[config.mk]
export PLATFORM = sky130hd
export DESIGN_NAME = ttc_timer_unit
export DESIGN_NICKNAME = d
export VERILOG_FILES = /design/src/ttc_end.sv /design/src/ttc_pkg.sv /design/src/ttc_tmr_if.sv /design/src/ttc_sync_edge.sv /design/src/ttc_timer_ab.sv /design/src/ttc_timer_unit.sv
export SDC_FILE = /design/constraint.sdc
export NUM_CORES = 1
export LEC_CHECK = 0
export BUFFER_PORTS_ARGS = -buffer_cell sky130_fd_sc_hd__clkbuf_2
export CAP_MARGIN = 20
export CORE_AREA = 5 5 129 131
export DETAILED_ROUTE_END_ITERATION = 12
export DIE_AREA = 0 0 134 136
export MAX_ROUTING_LAYER = met4
export PLACE_DENSITY = 0.71
export SYNTH_ARGS = -nofsm -noshare
export SYNTH_HDL_FRONTEND = slang
export SYNTH_SLANG_ARGS = --single-unit
[constraint.sdc]
create_clock -name ref_clk -period 5 [get_ports ref_clk]
set_clock_uncertainty 0.05 [all_clocks]
set_input_delay 0.25 -clock ref_clk [delete_from_list [all_inputs] [get_ports ref_clk]]
set_output_delay 0.25 -clock ref_clk [all_outputs]
set_load 0.005 [all_outputs]
[src/ttc_end.sv]
// Unused
`default_nettype none
`default_nettype wire

[src/ttc_pkg.sv]
// Constants and types shared by the timer unit
`default_nettype none
package ttc_pkg;
  // Register indices; byte address is four times the index
  localparam logic [7:0] IDX_AB_CTRL = 8'h88;
  localparam logic [7:0] IDX_AB_MODE = 8'h89;
  localparam logic [7:0] IDX_A_LOW   = 8'h8A;
  localparam logic [7:0] IDX_B_LOW   = 8'h8B;
  localparam logic [7:0] IDX_A_HIGH  = 8'h8C;
  localparam logic [7:0] IDX_B_HIGH  = 8'h8D;
  localparam logic [7:0] IDX_C_CTRL  = 8'hC8;
  localparam logic [7:0] IDX_C_RL_LO = 8'hCA;
  localparam logic [7:0] IDX_C_RL_HI = 8'hCB;
  localparam logic [7:0] IDX_C_CNT_LO = 8'hCC;
  localparam logic [7:0] IDX_C_CNT_HI = 8'hCD;
  // Control register bits of timers A and B
  localparam int AB_B_OVF = 7;
  localparam int AB_B_RUN = 6;
  localparam int AB_A_OVF = 5;
  localparam int AB_A_RUN = 4;
  // Mode register fields
  localparam int MD_B_GATE = 7;
  localparam int MD_B_CT   = 6;
  localparam int MD_B_MODE = 4;
  localparam int MD_A_GATE = 3;
  localparam int MD_A_CT   = 2;
  localparam int MD_A_MODE = 0;
  // Timer C control bits
  localparam int C_OVF  = 7;
  localparam int C_EXT  = 6;
  localparam int C_RXS  = 5;
  localparam int C_TXS  = 4;
  localparam int C_TEN  = 3;
  localparam int C_RUN  = 2;
  localparam int C_FUNC = 1;
  localparam int C_CAP  = 0;
  // Pin vector positions
  localparam int PIN_IRQ_A = 0;
  localparam int PIN_IRQ_B = 1;
  localparam int PIN_CNT_A = 2;
  localparam int PIN_CNT_B = 3;
  localparam int PIN_CNT_C = 4;
  localparam int PIN_TRIG  = 5;
  localparam int NUM_PINS  = 6;
  localparam logic [7:0] REG_RESET = 8'h00;
  typedef enum logic [1:0] {MODE_13, MODE_16, MODE_8_RELOAD, MODE_SPLIT} ttc_mode_t;
endpackage : ttc_pkg
`default_nettype wire

[src/ttc_tmr_if.sv]
// Bundle between the top and one timer A/B next-count unit
`default_nettype none
interface ttc_tmr_if;
  import ttc_pkg::*;
  ttc_mode_t  mode;
  logic       gate;
  logic       ct;
  logic       run;
  logic       gate_pin;
  logic       cnt_fall;
  logic [7:0] low;
  logic [7:0] high;
  logic [7:0] nxt_low;
  logic [7:0] nxt_high;
  logic       ovf;
  logic       ovf_high;
  modport ctl (output mode, gate, ct, run, gate_pin, cnt_fall, low, high,
               input nxt_low, nxt_high, ovf, ovf_high);
  modport tmr (input mode, gate, ct, run, gate_pin, cnt_fall, low, high,
               output nxt_low, nxt_high, ovf, ovf_high);
endinterface : ttc_tmr_if
`default_nettype wire

[src/ttc_sync_edge.sv]
// Two-stage pin synchroniser with falling-edge detect
`default_nettype none
module ttc_sync_edge #(
  parameter int W = 6
) (
  input  wire logic         clk,
  input  wire logic         rst,
  input  wire logic [W-1:0] pin_in,
  output logic      [W-1:0] level,
  output logic      [W-1:0] fall
);
  typedef struct packed {
    logic [W-1:0] meta;
    logic [W-1:0] sync;
    logic [W-1:0] prev;
  } ttc_sync_t;
  ttc_sync_t s_r;
  ttc_sync_t s_nxt;
  always_comb begin
    s_nxt      = s_r;
    s_nxt.meta = pin_in;
    s_nxt.sync = s_r.meta;
    s_nxt.prev = s_r.sync;
  end
  // Pins idle high, so reset to ones avoids a false edge
  always_ff @(posedge clk) begin
    if (rst) begin
      s_r <= '1;
    end else begin
      s_r <= s_nxt;
    end
  end
  assign level = s_r.sync;
  assign fall  = s_r.prev & ~s_r.sync; // RULE22
endmodule : ttc_sync_edge
`default_nettype wire

[src/ttc_timer_ab.sv]
// Next count and overflow of one timer A/B
`default_nettype none
module ttc_timer_ab
  import ttc_pkg::*;
#(
  parameter bit IS_A = 1'b1
) (
  ttc_tmr_if.tmr      t,
  input  wire logic   b_run
);
  always_comb begin
    logic       en;
    logic [13:0] s13;
    logic [8:0]  s8;
    logic [8:0]  h8;
    en  = t.run && (!t.gate || t.gate_pin) && (!t.ct || t.cnt_fall); // RULE3 RULE5 RULE21
    s13 = {1'b0, t.high, t.low[4:0]} + 14'h0001;
    s8  = {1'b0, t.low} + 9'h001;
    h8  = {1'b0, t.high} + 9'h001;
    t.nxt_low  = t.low;
    t.nxt_high = t.high;
    t.ovf      = 1'b0;
    t.ovf_high = 1'b0;
    case (t.mode)
      MODE_13: begin
        if (en) begin
          // Top three low bits are left as they are
          {t.ovf, t.nxt_high, t.nxt_low[4:0]} = s13; // RULE1
        end
      end
      MODE_16: begin
        if (en) begin
          {t.ovf, t.nxt_high, t.nxt_low} = {1'b0, t.high, t.low} + 17'h00001; // RULE6
        end
      end
      MODE_8_RELOAD: begin
        if (en) begin
          t.ovf     = s8[8];
          t.nxt_low = s8[8] ? t.high : s8[7:0]; // RULE7
        end
      end
      MODE_SPLIT: begin
        // Timer B holds its count here
        if (IS_A) begin // RULE8
          if (en) begin
            {t.ovf, t.nxt_low} = s8;
          end
          if (b_run) begin
            {t.ovf_high, t.nxt_high} = h8; // RULE9
          end
        end
      end
      default: begin
        t.ovf = 1'b0;
      end
    endcase
  end
endmodule : ttc_timer_ab
`default_nettype wire

[src/ttc_timer_unit.sv]
// Three-timer unit with Avalon-MM register slave
`default_nettype none
// Function
// RULE1 - Mode 0 counts thirteen bits
// RULE2 - Wrap to zero sets overflow flag
// RULE3 - Count only when run and gate allow
// RULE4 - Run bit does not touch counts
// RULE5 - No divide-by-twelve prescaler
// RULE6 - Mode 1 counts full sixteen bits
// RULE7 - Mode 2 low byte reloads from high
// RULE8 - Timer B mode 3 freezes count
// RULE9 - Timer A mode 3 splits in two
// RULE10 - Timer B mode switch starts, stops it
// RULE11 - Timer C flag blocked in baud mode
// RULE12 - Trigger edge sets external flag
// RULE13 - Receive baud source select
// RULE14 - Transmit baud source select
// RULE15 - Trigger edge acts only when enabled
// RULE16 - Timer C run bit gates counting
// RULE17 - Function bit picks pin or clock
// RULE18 - Capture select, forced reload in baud
// RULE19 - Capture copies count to reload pair
// RULE20 - Reload loads count from pair
// RULE21 - Mode field and counter select bits
// RULE22 - Pins synchronised, falling edges detected
module ttc_timer_unit
  import ttc_pkg::*;
(
  input  wire logic        ref_clk,
  input  wire logic        rst,
  input  wire logic [9:0]  avs_address,
  input  wire logic        avs_read,
  input  wire logic        avs_write,
  input  wire logic [31:0] avs_writedata,
  input  wire logic [3:0]  avs_byteenable,
  output logic      [31:0] avs_readdata,
  output logic             avs_waitrequest,
  input  wire logic        ext_irq_a_pin,
  input  wire logic        ext_irq_b_pin,
  input  wire logic        timer_a_count_pin,
  input  wire logic        timer_b_count_pin,
  input  wire logic        timer_c_count_pin,
  input  wire logic        timer_c_trigger_pin,
  output logic             serial_rx_baud_tick,
  output logic             serial_tx_baud_tick,
  output logic             timer_a_overflow_flag,
  output logic             timer_b_overflow_flag,
  output logic             timer_c_overflow_flag,
  output logic             timer_c_external_flag
);

  typedef struct packed {
    logic [7:0]  ab_ctrl;
    logic [7:0]  ab_mode;
    logic [7:0]  a_low;
    logic [7:0]  a_high;
    logic [7:0]  b_low;
    logic [7:0]  b_high;
    logic [7:0]  c_ctrl;
    logic [7:0]  c_rl_lo;
    logic [7:0]  c_rl_hi;
    logic [7:0]  c_cnt_lo;
    logic [7:0]  c_cnt_hi;
    logic        wait_req;
    logic [31:0] rdata;
    logic        rx_tick;
    logic        tx_tick;
  } ttc_state_t;

  ttc_state_t s_r;
  ttc_state_t s_nxt;

  logic [NUM_PINS-1:0] pin_lvl;
  logic [NUM_PINS-1:0] pin_fall;
  logic [7:0]          idx;
  logic                req;
  logic                wr_acc;
  logic                a_split;
  logic                baud;
  logic [15:0]         c_cnt;
  logic [15:0]         c_rl;
  logic                c_en;
  logic                c_ovf;
  logic                c_trig;
  logic                b_ovf;

  ttc_tmr_if tif_a ();
  ttc_tmr_if tif_b ();

  ttc_sync_edge #(
    .W (NUM_PINS)
  ) u_sync (
    .clk    (ref_clk),
    .rst    (rst),
    .pin_in ({timer_c_trigger_pin, timer_c_count_pin, timer_b_count_pin,
              timer_a_count_pin, ext_irq_b_pin, ext_irq_a_pin}),
    .level  (pin_lvl),
    .fall   (pin_fall)
  );

  ttc_timer_ab #(
    .IS_A (1'b1)
  ) u_tmr_a (
    .t     (tif_a.tmr),
    .b_run (s_r.ab_ctrl[AB_B_RUN])
  );

  ttc_timer_ab #(
    .IS_A (1'b0)
  ) u_tmr_b (
    .t     (tif_b.tmr),
    .b_run (1'b0)
  );

  assign idx     = avs_address[9:2];
  assign req     = avs_read || avs_write;
  assign wr_acc  = avs_write && !s_r.wait_req && avs_byteenable[0];
  assign a_split = ttc_mode_t'(s_r.ab_mode[MD_A_MODE +: 2]) == MODE_SPLIT;

  // Timer A inputs
  assign tif_a.mode     = ttc_mode_t'(s_r.ab_mode[MD_A_MODE +: 2]);
  assign tif_a.gate     = s_r.ab_mode[MD_A_GATE];
  assign tif_a.ct       = s_r.ab_mode[MD_A_CT];
  assign tif_a.run      = s_r.ab_ctrl[AB_A_RUN];
  assign tif_a.gate_pin = pin_lvl[PIN_IRQ_A];
  assign tif_a.cnt_fall = pin_fall[PIN_CNT_A];
  assign tif_a.low      = s_r.a_low;
  assign tif_a.high     = s_r.a_high;

  // Timer B loses its run bit to timer A's high byte in split mode
  assign tif_b.mode     = ttc_mode_t'(s_r.ab_mode[MD_B_MODE +: 2]);
  assign tif_b.gate     = s_r.ab_mode[MD_B_GATE];
  assign tif_b.ct       = s_r.ab_mode[MD_B_CT];
  assign tif_b.run      = a_split ? 1'b1 : s_r.ab_ctrl[AB_B_RUN]; // RULE10
  assign tif_b.gate_pin = pin_lvl[PIN_IRQ_B];
  assign tif_b.cnt_fall = pin_fall[PIN_CNT_B];
  assign tif_b.low      = s_r.b_low;
  assign tif_b.high     = s_r.b_high;
  assign b_ovf          = tif_b.ovf;

  // Timer C
  assign baud   = s_r.c_ctrl[C_RXS] || s_r.c_ctrl[C_TXS];
  assign c_cnt  = {s_r.c_cnt_hi, s_r.c_cnt_lo};
  assign c_rl   = {s_r.c_rl_hi, s_r.c_rl_lo};
  assign c_en   = s_r.c_ctrl[C_RUN] && (!s_r.c_ctrl[C_FUNC] || pin_fall[PIN_CNT_C]); // RULE16 RULE17
  assign c_ovf  = c_en && (c_cnt == 16'hFFFF);
  assign c_trig = s_r.c_ctrl[C_TEN] && pin_fall[PIN_TRIG]; // RULE15

  always_comb begin
    logic [15:0] c_next;
    c_next = c_cnt;
    s_nxt  = s_r;

    // Timer A and B counts
    s_nxt.a_low  = tif_a.nxt_low;
    s_nxt.a_high = tif_a.nxt_high;
    s_nxt.b_low  = tif_b.nxt_low;
    s_nxt.b_high = tif_b.nxt_high;

    // Timer C count, reload and capture
    if (c_en) begin
      if (c_ovf && (baud || !s_r.c_ctrl[C_CAP])) begin
        c_next = c_rl; // RULE18 RULE20
      end else begin
        c_next = c_cnt + 16'h0001;
      end
    end
    if (c_trig && !baud) begin
      if (s_r.c_ctrl[C_CAP]) begin
        s_nxt.c_rl_lo = s_r.c_cnt_lo; // RULE19
        s_nxt.c_rl_hi = s_r.c_cnt_hi; // RULE19
      end else begin
        c_next = c_rl; // RULE20
      end
    end
    s_nxt.c_cnt_lo = c_next[7:0];
    s_nxt.c_cnt_hi = c_next[15:8];

    // Baud ticks for the serial port
    s_nxt.rx_tick = s_r.c_ctrl[C_RXS] ? c_ovf : b_ovf; // RULE13 RULE10
    s_nxt.tx_tick = s_r.c_ctrl[C_TXS] ? c_ovf : b_ovf; // RULE14 RULE10

    // Bus handshake: one wait cycle, then accept
    if (req && s_r.wait_req) begin
      s_nxt.wait_req = 1'b0;
      s_nxt.rdata    = 32'h00000000;
      if (avs_read) begin
        case (idx)
          IDX_AB_CTRL:  s_nxt.rdata[7:0] = s_r.ab_ctrl;
          IDX_AB_MODE:  s_nxt.rdata[7:0] = s_r.ab_mode;
          IDX_A_LOW:    s_nxt.rdata[7:0] = s_r.a_low;
          IDX_B_LOW:    s_nxt.rdata[7:0] = s_r.b_low;
          IDX_A_HIGH:   s_nxt.rdata[7:0] = s_r.a_high;
          IDX_B_HIGH:   s_nxt.rdata[7:0] = s_r.b_high;
          IDX_C_CTRL:   s_nxt.rdata[7:0] = s_r.c_ctrl;
          IDX_C_RL_LO:  s_nxt.rdata[7:0] = s_r.c_rl_lo;
          IDX_C_RL_HI:  s_nxt.rdata[7:0] = s_r.c_rl_hi;
          IDX_C_CNT_LO: s_nxt.rdata[7:0] = s_r.c_cnt_lo;
          IDX_C_CNT_HI: s_nxt.rdata[7:0] = s_r.c_cnt_hi;
          default:      s_nxt.rdata[7:0] = 8'h00;
        endcase
      end
    end else begin
      s_nxt.wait_req = 1'b1;
    end

    // Software writes override hardware counting
    if (wr_acc) begin
      case (idx)
        IDX_AB_CTRL:  s_nxt.ab_ctrl  = avs_writedata[7:0]; // RULE4
        IDX_AB_MODE:  s_nxt.ab_mode  = avs_writedata[7:0]; // RULE21
        IDX_A_LOW:    s_nxt.a_low    = avs_writedata[7:0];
        IDX_B_LOW:    s_nxt.b_low    = avs_writedata[7:0];
        IDX_A_HIGH:   s_nxt.a_high   = avs_writedata[7:0];
        IDX_B_HIGH:   s_nxt.b_high   = avs_writedata[7:0];
        IDX_C_CTRL:   s_nxt.c_ctrl   = avs_writedata[7:0];
        IDX_C_RL_LO:  s_nxt.c_rl_lo  = avs_writedata[7:0];
        IDX_C_RL_HI:  s_nxt.c_rl_hi  = avs_writedata[7:0];
        IDX_C_CNT_LO: s_nxt.c_cnt_lo = avs_writedata[7:0];
        IDX_C_CNT_HI: s_nxt.c_cnt_hi = avs_writedata[7:0];
        default:      s_nxt.rdata    = s_nxt.rdata;
      endcase
    end

    // Hardware sets win over software clears
    if (tif_a.ovf) begin
      s_nxt.ab_ctrl[AB_A_OVF] = 1'b1; // RULE2
    end
    if (a_split ? tif_a.ovf_high : b_ovf) begin
      s_nxt.ab_ctrl[AB_B_OVF] = 1'b1; // RULE2 RULE9
    end
    if (c_ovf && !baud) begin
      s_nxt.c_ctrl[C_OVF] = 1'b1; // RULE11
    end
    if (c_trig) begin
      s_nxt.c_ctrl[C_EXT] = 1'b1; // RULE12
    end
  end

  always_ff @(posedge ref_clk) begin
    if (rst) begin
      s_r          <= '0;
      s_r.ab_ctrl  <= REG_RESET;
      s_r.ab_mode  <= REG_RESET;
      s_r.c_ctrl   <= REG_RESET;
      s_r.wait_req <= 1'b1;
    end else begin
      s_r <= s_nxt;
    end
  end

  assign avs_readdata          = s_r.rdata;
  assign avs_waitrequest       = s_r.wait_req;
  assign serial_rx_baud_tick   = s_r.rx_tick;
  assign serial_tx_baud_tick   = s_r.tx_tick;
  assign timer_a_overflow_flag = s_r.ab_ctrl[AB_A_OVF];
  assign timer_b_overflow_flag = s_r.ab_ctrl[AB_B_OVF];
  assign timer_c_overflow_flag = s_r.c_ctrl[C_OVF];
  assign timer_c_external_flag = s_r.c_ctrl[C_EXT];

  a_a_stop_hold: assert property (@(posedge ref_clk) disable iff (rst) // RULE3
    (!a_split && !s_r.ab_ctrl[AB_A_RUN] && !wr_acc)
    |=> ({s_r.a_high, s_r.a_low} == $past({s_r.a_high, s_r.a_low})))
    else $error("timer A counted while stopped");

  a_a_gate_hold: assert property (@(posedge ref_clk) disable iff (rst) // RULE3
    (!a_split && s_r.ab_mode[MD_A_GATE] && !pin_lvl[PIN_IRQ_A] && !wr_acc)
    |=> $stable(s_r.a_low))
    else $error("timer A counted with gate pin low");

  a_a_mode1_step: assert property (@(posedge ref_clk) disable iff (rst) // RULE6 RULE5
    (s_r.ab_mode[MD_A_MODE +: 2] == 2'h1 && s_r.ab_ctrl[AB_A_RUN]
     && !s_r.ab_mode[MD_A_GATE] && !s_r.ab_mode[MD_A_CT] && !wr_acc)
    |=> ({s_r.a_high, s_r.a_low} == $past({s_r.a_high, s_r.a_low}) + 16'h0001))
    else $error("timer A mode 1 did not step by one");

  a_a_reload: assert property (@(posedge ref_clk) disable iff (rst) // RULE7
    (s_r.ab_mode[MD_A_MODE +: 2] == 2'h2 && tif_a.ovf && !wr_acc)
    |=> (s_r.a_low == $past(s_r.a_high)) && $stable(s_r.a_high)
        && s_r.ab_ctrl[AB_A_OVF])
    else $error("timer A mode 2 reload wrong");

  a_b_freeze: assert property (@(posedge ref_clk) disable iff (rst) // RULE8
    (s_r.ab_mode[MD_B_MODE +: 2] == 2'h3 && !wr_acc)
    |=> ({s_r.b_high, s_r.b_low} == $past({s_r.b_high, s_r.b_low})))
    else $error("timer B moved in mode 3");

  a_c_stop_hold: assert property (@(posedge ref_clk) disable iff (rst) // RULE16
    (!s_r.c_ctrl[C_RUN] && !c_trig && !wr_acc) |=> $stable(c_cnt))
    else $error("timer C counted while stopped");

  a_c_baud_flag: assert property (@(posedge ref_clk) disable iff (rst) // RULE11
    (baud && !s_r.c_ctrl[C_OVF] && !wr_acc) |=> !s_r.c_ctrl[C_OVF])
    else $error("timer C flag set in baud mode");

  a_c_capture: assert property (@(posedge ref_clk) disable iff (rst) // RULE19 RULE12
    (c_trig && !baud && s_r.c_ctrl[C_CAP] && !wr_acc)
    |=> (c_rl == $past(c_cnt)) && s_r.c_ctrl[C_EXT])
    else $error("timer C capture wrong");

  a_c_ovf_reload: assert property (@(posedge ref_clk) disable iff (rst) // RULE20 RULE18
    (c_ovf && !c_trig && (baud || !s_r.c_ctrl[C_CAP]) && !wr_acc)
    |=> (c_cnt == $past(c_rl)))
    else $error("timer C overflow reload wrong");

  a_tx_source: assert property (@(posedge ref_clk) disable iff (rst) // RULE14
    (!s_r.c_ctrl[C_TXS] && b_ovf) |=> serial_tx_baud_tick)
    else $error("transmit tick not from timer B");

  a_bus_wait: assert property (@(posedge ref_clk) disable iff (rst)
    (req && s_r.wait_req) |=> !avs_waitrequest ##1 avs_waitrequest)
    else $error("bus answer not after one wait cycle");

  a_rx_source: assert property (@(posedge ref_clk) disable iff (rst) // RULE13
    (!s_r.c_ctrl[C_RXS] && b_ovf) |=> serial_rx_baud_tick)
    else $error("receive tick not from timer B");

  a_c_rx_tick: assert property (@(posedge ref_clk) disable iff (rst) // RULE13
    (s_r.c_ctrl[C_RXS] && c_ovf) |=> serial_rx_baud_tick)
    else $error("receive tick not from timer C");

  a_c_tx_tick: assert property (@(posedge ref_clk) disable iff (rst) // RULE14
    (s_r.c_ctrl[C_TXS] && c_ovf) |=> serial_tx_baud_tick)
    else $error("transmit tick not from timer C");

  a_c_ovf_flag: assert property (@(posedge ref_clk) disable iff (rst) // RULE11 RULE2
    (c_ovf && !baud) |=> s_r.c_ctrl[C_OVF])
    else $error("timer C overflow flag not set");

  a_a_split_high: assert property (@(posedge ref_clk) disable iff (rst) // RULE9
    (a_split && s_r.ab_ctrl[AB_B_RUN] && !wr_acc)
    |=> (s_r.a_high == $past(s_r.a_high) + 8'h01))
    else $error("split high byte did not step");

  a_c_trig_reload: assert property (@(posedge ref_clk) disable iff (rst) // RULE20 RULE12
    (c_trig && !baud && !s_r.c_ctrl[C_CAP] && !wr_acc)
    |=> (c_cnt == $past(c_rl)) && s_r.c_ctrl[C_EXT])
    else $error("timer C trigger reload wrong");

  a_c_trig_off: assert property (@(posedge ref_clk) disable iff (rst) // RULE15
    (!s_r.c_ctrl[C_TEN] && !s_r.c_ctrl[C_EXT] && !wr_acc)
    |=> !s_r.c_ctrl[C_EXT] && $stable(c_rl))
    else $error("timer C trigger acted while disabled");

  a_a_mode0_top: assert property (@(posedge ref_clk) disable iff (rst) // RULE1
    (s_r.ab_mode[MD_A_MODE +: 2] == 2'h0 && !wr_acc) |=> $stable(s_r.a_low[7:5]))
    else $error("timer A mode 0 changed top low bits");

endmodule : ttc_timer_unit
`default_nettype wire

==> out/results.ini <==
[outcome]
outcome=complete, no violations

[drt]
routed.top_layer=met4
drtIter0Drc=1105
wire_per_inst_um=21.9
vias=7534
wl_met1_um=10700
route.met3.wl_um=2700
drc=0
firstDrtPassIters=5
viasPerCell=6.54
wl_um=25300
wl_met2_um=10800
ant_nets=0

[timing]
finalHoldViolations=0
period_share=0.656
fin_crit_ns=3.28
slew_viol_final=0
max_freq_mhz=305
holdWs_ns=0.0113
tns_ns=0
setup_viol=0
layout_setup_ws_ns=1.72
relSlewSlack=0.335
rsz0062_at_grt=false
tightest_slew_ns=0.989

[cells_and_area]
area_growth_pct=9.92
drive_gt1_frac=0.130
num-fill-cells=1478
fin_nets=1014
n_antenna_cell=0
multi_input_area_sq_um=4720
final-seq-area_sq_um=2300
layout.cells.non_filler=1152

[placed_design]
numPortBuffers=41
dp.cells=1117
hpwl_um=17600
post-place-ws_ns=2.03
place_congestion=0.961

[floorplanning]
die_h_um=136
coreArea_sq_um=15500
die_w_um=134
start_util=0.486
io_pins=95
num_rows=46
die_area_sq_um=18200

[grt]
antenna_found_initial=0
grt_pass1_wl_um=39600
grt_use_total=0.289
grt_max_degree=69
grt_pass1_vias=6823
grt.overflow.total=0

[worst_setup_path]
max_stage_delay_ns=0.97
cp_max_fo=29
critical_path_required_ns=5.23
end_kind=flop
crit_chain=a21oi_1 > a211o_1 > o21ai_0 > nand2_1 > a2111oi_0 > nor3_1
worstPathArrival_ns=3.51
worstSetupPathType=flop to flop
cp_slowest_cell=dfxtp_1
r2r_slack_ns=1.72
setup.worst_path.start_class=flop

[synth]
async_reset_ff_frac=0
syn_area_sq_um=7530
netlist_instances=959
synth_edf_count=0
ys_seq_elements=115
syn_area_per_cell_sq_um=7.85
yosysSeqAreaShare=0.306
synth_warnings=0
ys_types=77
synth-main-ff-cell=dfxtp_1

[cts]
cts_tree=done
cts_made_buffers=17
cts_root_buf=clkbuf_16
numClockSinks=115
post_cts_resized=0
clock_latency_ns=0.43
htree_levels=4
cts_max_path_buffers=2
clk_pin_slew_ns=0.05

[power_and_ir_drop]
finalPower_w=0.00238
intPower_w=0.00185
switchingPower_w=0.000522
ir_worst_vdd_uv=184
switching_share=0.220
seq_power_share=0.391
power_leakage_nw=2.94
combPwrFrac=0.047
p_per_area_nw_per_um2=287
clkPwrFrac=0.562

[run]
max_cap_viol_count=0

[min_path]
hold_path.class=primary input to flop

## what timing repair did
item,4_1_cts,5_1_grt
endpoints found under the hold margin,5,0
setup buffers,0,0
hold buffers,5,0
endpoints found under the setup margin,0,0
## synthesized netlist by cell type (all sizes together) (7+ instances only)
cell	number	area share
mux2	10	0.015
clkbuf	49	0.024
o22ai	12	0.010
a22oi	12	0.012
nand4	14	0.012
a211oi	38	0.038
a311oi	8	0.0093
dfxtp	115	0.31
a2111oi	7	0.011
o211ai	9	0.0090
xnor2	21	0.024
a21oi	55	0.037
or2	19	0.016
nand2	87	0.043
and3	21	0.017
nand2b	13	0.011
nand3	60	0.041
nor2	86	0.043
nor2b	10	0.0083
ha	9	0.015
mux2i	43	0.057
xor2	8	0.0093
a31oi	11	0.010
nand3b	7	0.0070
nor3	27	0.021
o21ai	37	0.025
buf	57	0.049
a221oi	9	0.010
inv	13	0.0065
## metal layers
metal	vias up	track usage
met5	-	-
met4	0	0.137
met3	72	0.0751
met2	451	0.408
met1	3531	0.385
li1	3480	-
## metrics by stage
stage | cell area, sq um | util
floorplan | 7610 | -
global placement | 7570 | 0.489
detailed placement | 7590 | 0.490
CTS | 8270 | 0.534
global route | 8270 | 0.534
finish | 8270 | 0.534
## cells by family after synthesis
family          share of synthesized area
simple gates                        0.259
other cells                      0.000498
buf+inv                            0.0796
flops                               0.306
fa+ha+maj                          0.0150
compound gates                      0.231
xor+xnor                           0.0337
mux                                0.0751
## layout make-up
cell class | instances | share of cell area
well taps | 192 | 0.0290
repair buffers | 54 | 0.0393
clock buffers | 19 | 0.0547
flip-flops and latches | 115 | 0.278
clock inverters | 11 | 0.0222
inverters | 13 | 0.00590
multi-input cells | 748 | 0.571
## flip-flops by register name (all words and copies together) (netlist names), 4 cells and up
signal        flops
avs_readdata      8
tif_b.high        8
tif_b.low         8
tif_a.high        8
tif_a.low         8
s_r              20
u_sync.level      6
u_sync.s_nxt      6
c_rl             16
u_sync.s_r        4
c_cnt            16
## worst max-delay path, delay by kind of cell (launching register included)
| family | cells | cell delay, ns |
|---|---|---|
| AO/OA/AOI/OAI | 4 | 1.82 |
| AND/OR/NAND/NOR | 2 | 0.29 |
| flip-flops | 1 | 0.97 |
## cells in the final DEF (no fill, tap or decap), types with 9 or more instances in the layout
master,count
conb_1,24
a22oi_1,12
nand2b_1,13
nand4_1,14
o22ai_1,12
nor2b_1,9
a211oi_1,38
nand3_1,59
ha_1,9
mux2_2,10
xnor2_1,21
mux2i_1,43
o21ai_0,37
nand2_1,87
dfxtp_1,115
clkbuf_16,17
a31oi_1,10
o211ai_1,9
and3_1,21
a21oi_1,55
nor2_1,86
or2_2,19
inv_1,13
a221oi_1,9
clkbuf_2,40
nor3_1,24
## power groups by stage
stage	Sequential, W	Combinational (W)	Clock [W]
floorplan	0.000946	0.0000782	0
global placement	0.000947	0.000106	0
detailed placement	0.000947	0.000106	0
CTS	0.000928	0.000109	0.00135
global route	0.000929	0.000120	0.00139
finish	0.000928	0.000112	0.00134
## final timing paths
| path | from | to | cells past startpoint |
|---|---|---|---|
| max reg2reg | s_r[107] | tif_b.low[0] | 6 |
| min | timer_c_trigger_pin | u_sync.s_nxt[11] | 2 |
| min reg2reg | u_sync.s_nxt[7] | u_sync.level[1] | 1 |
| max | s_r[107] | tif_b.low[0] | 6 |
Power figures use the tool's default switching activity.
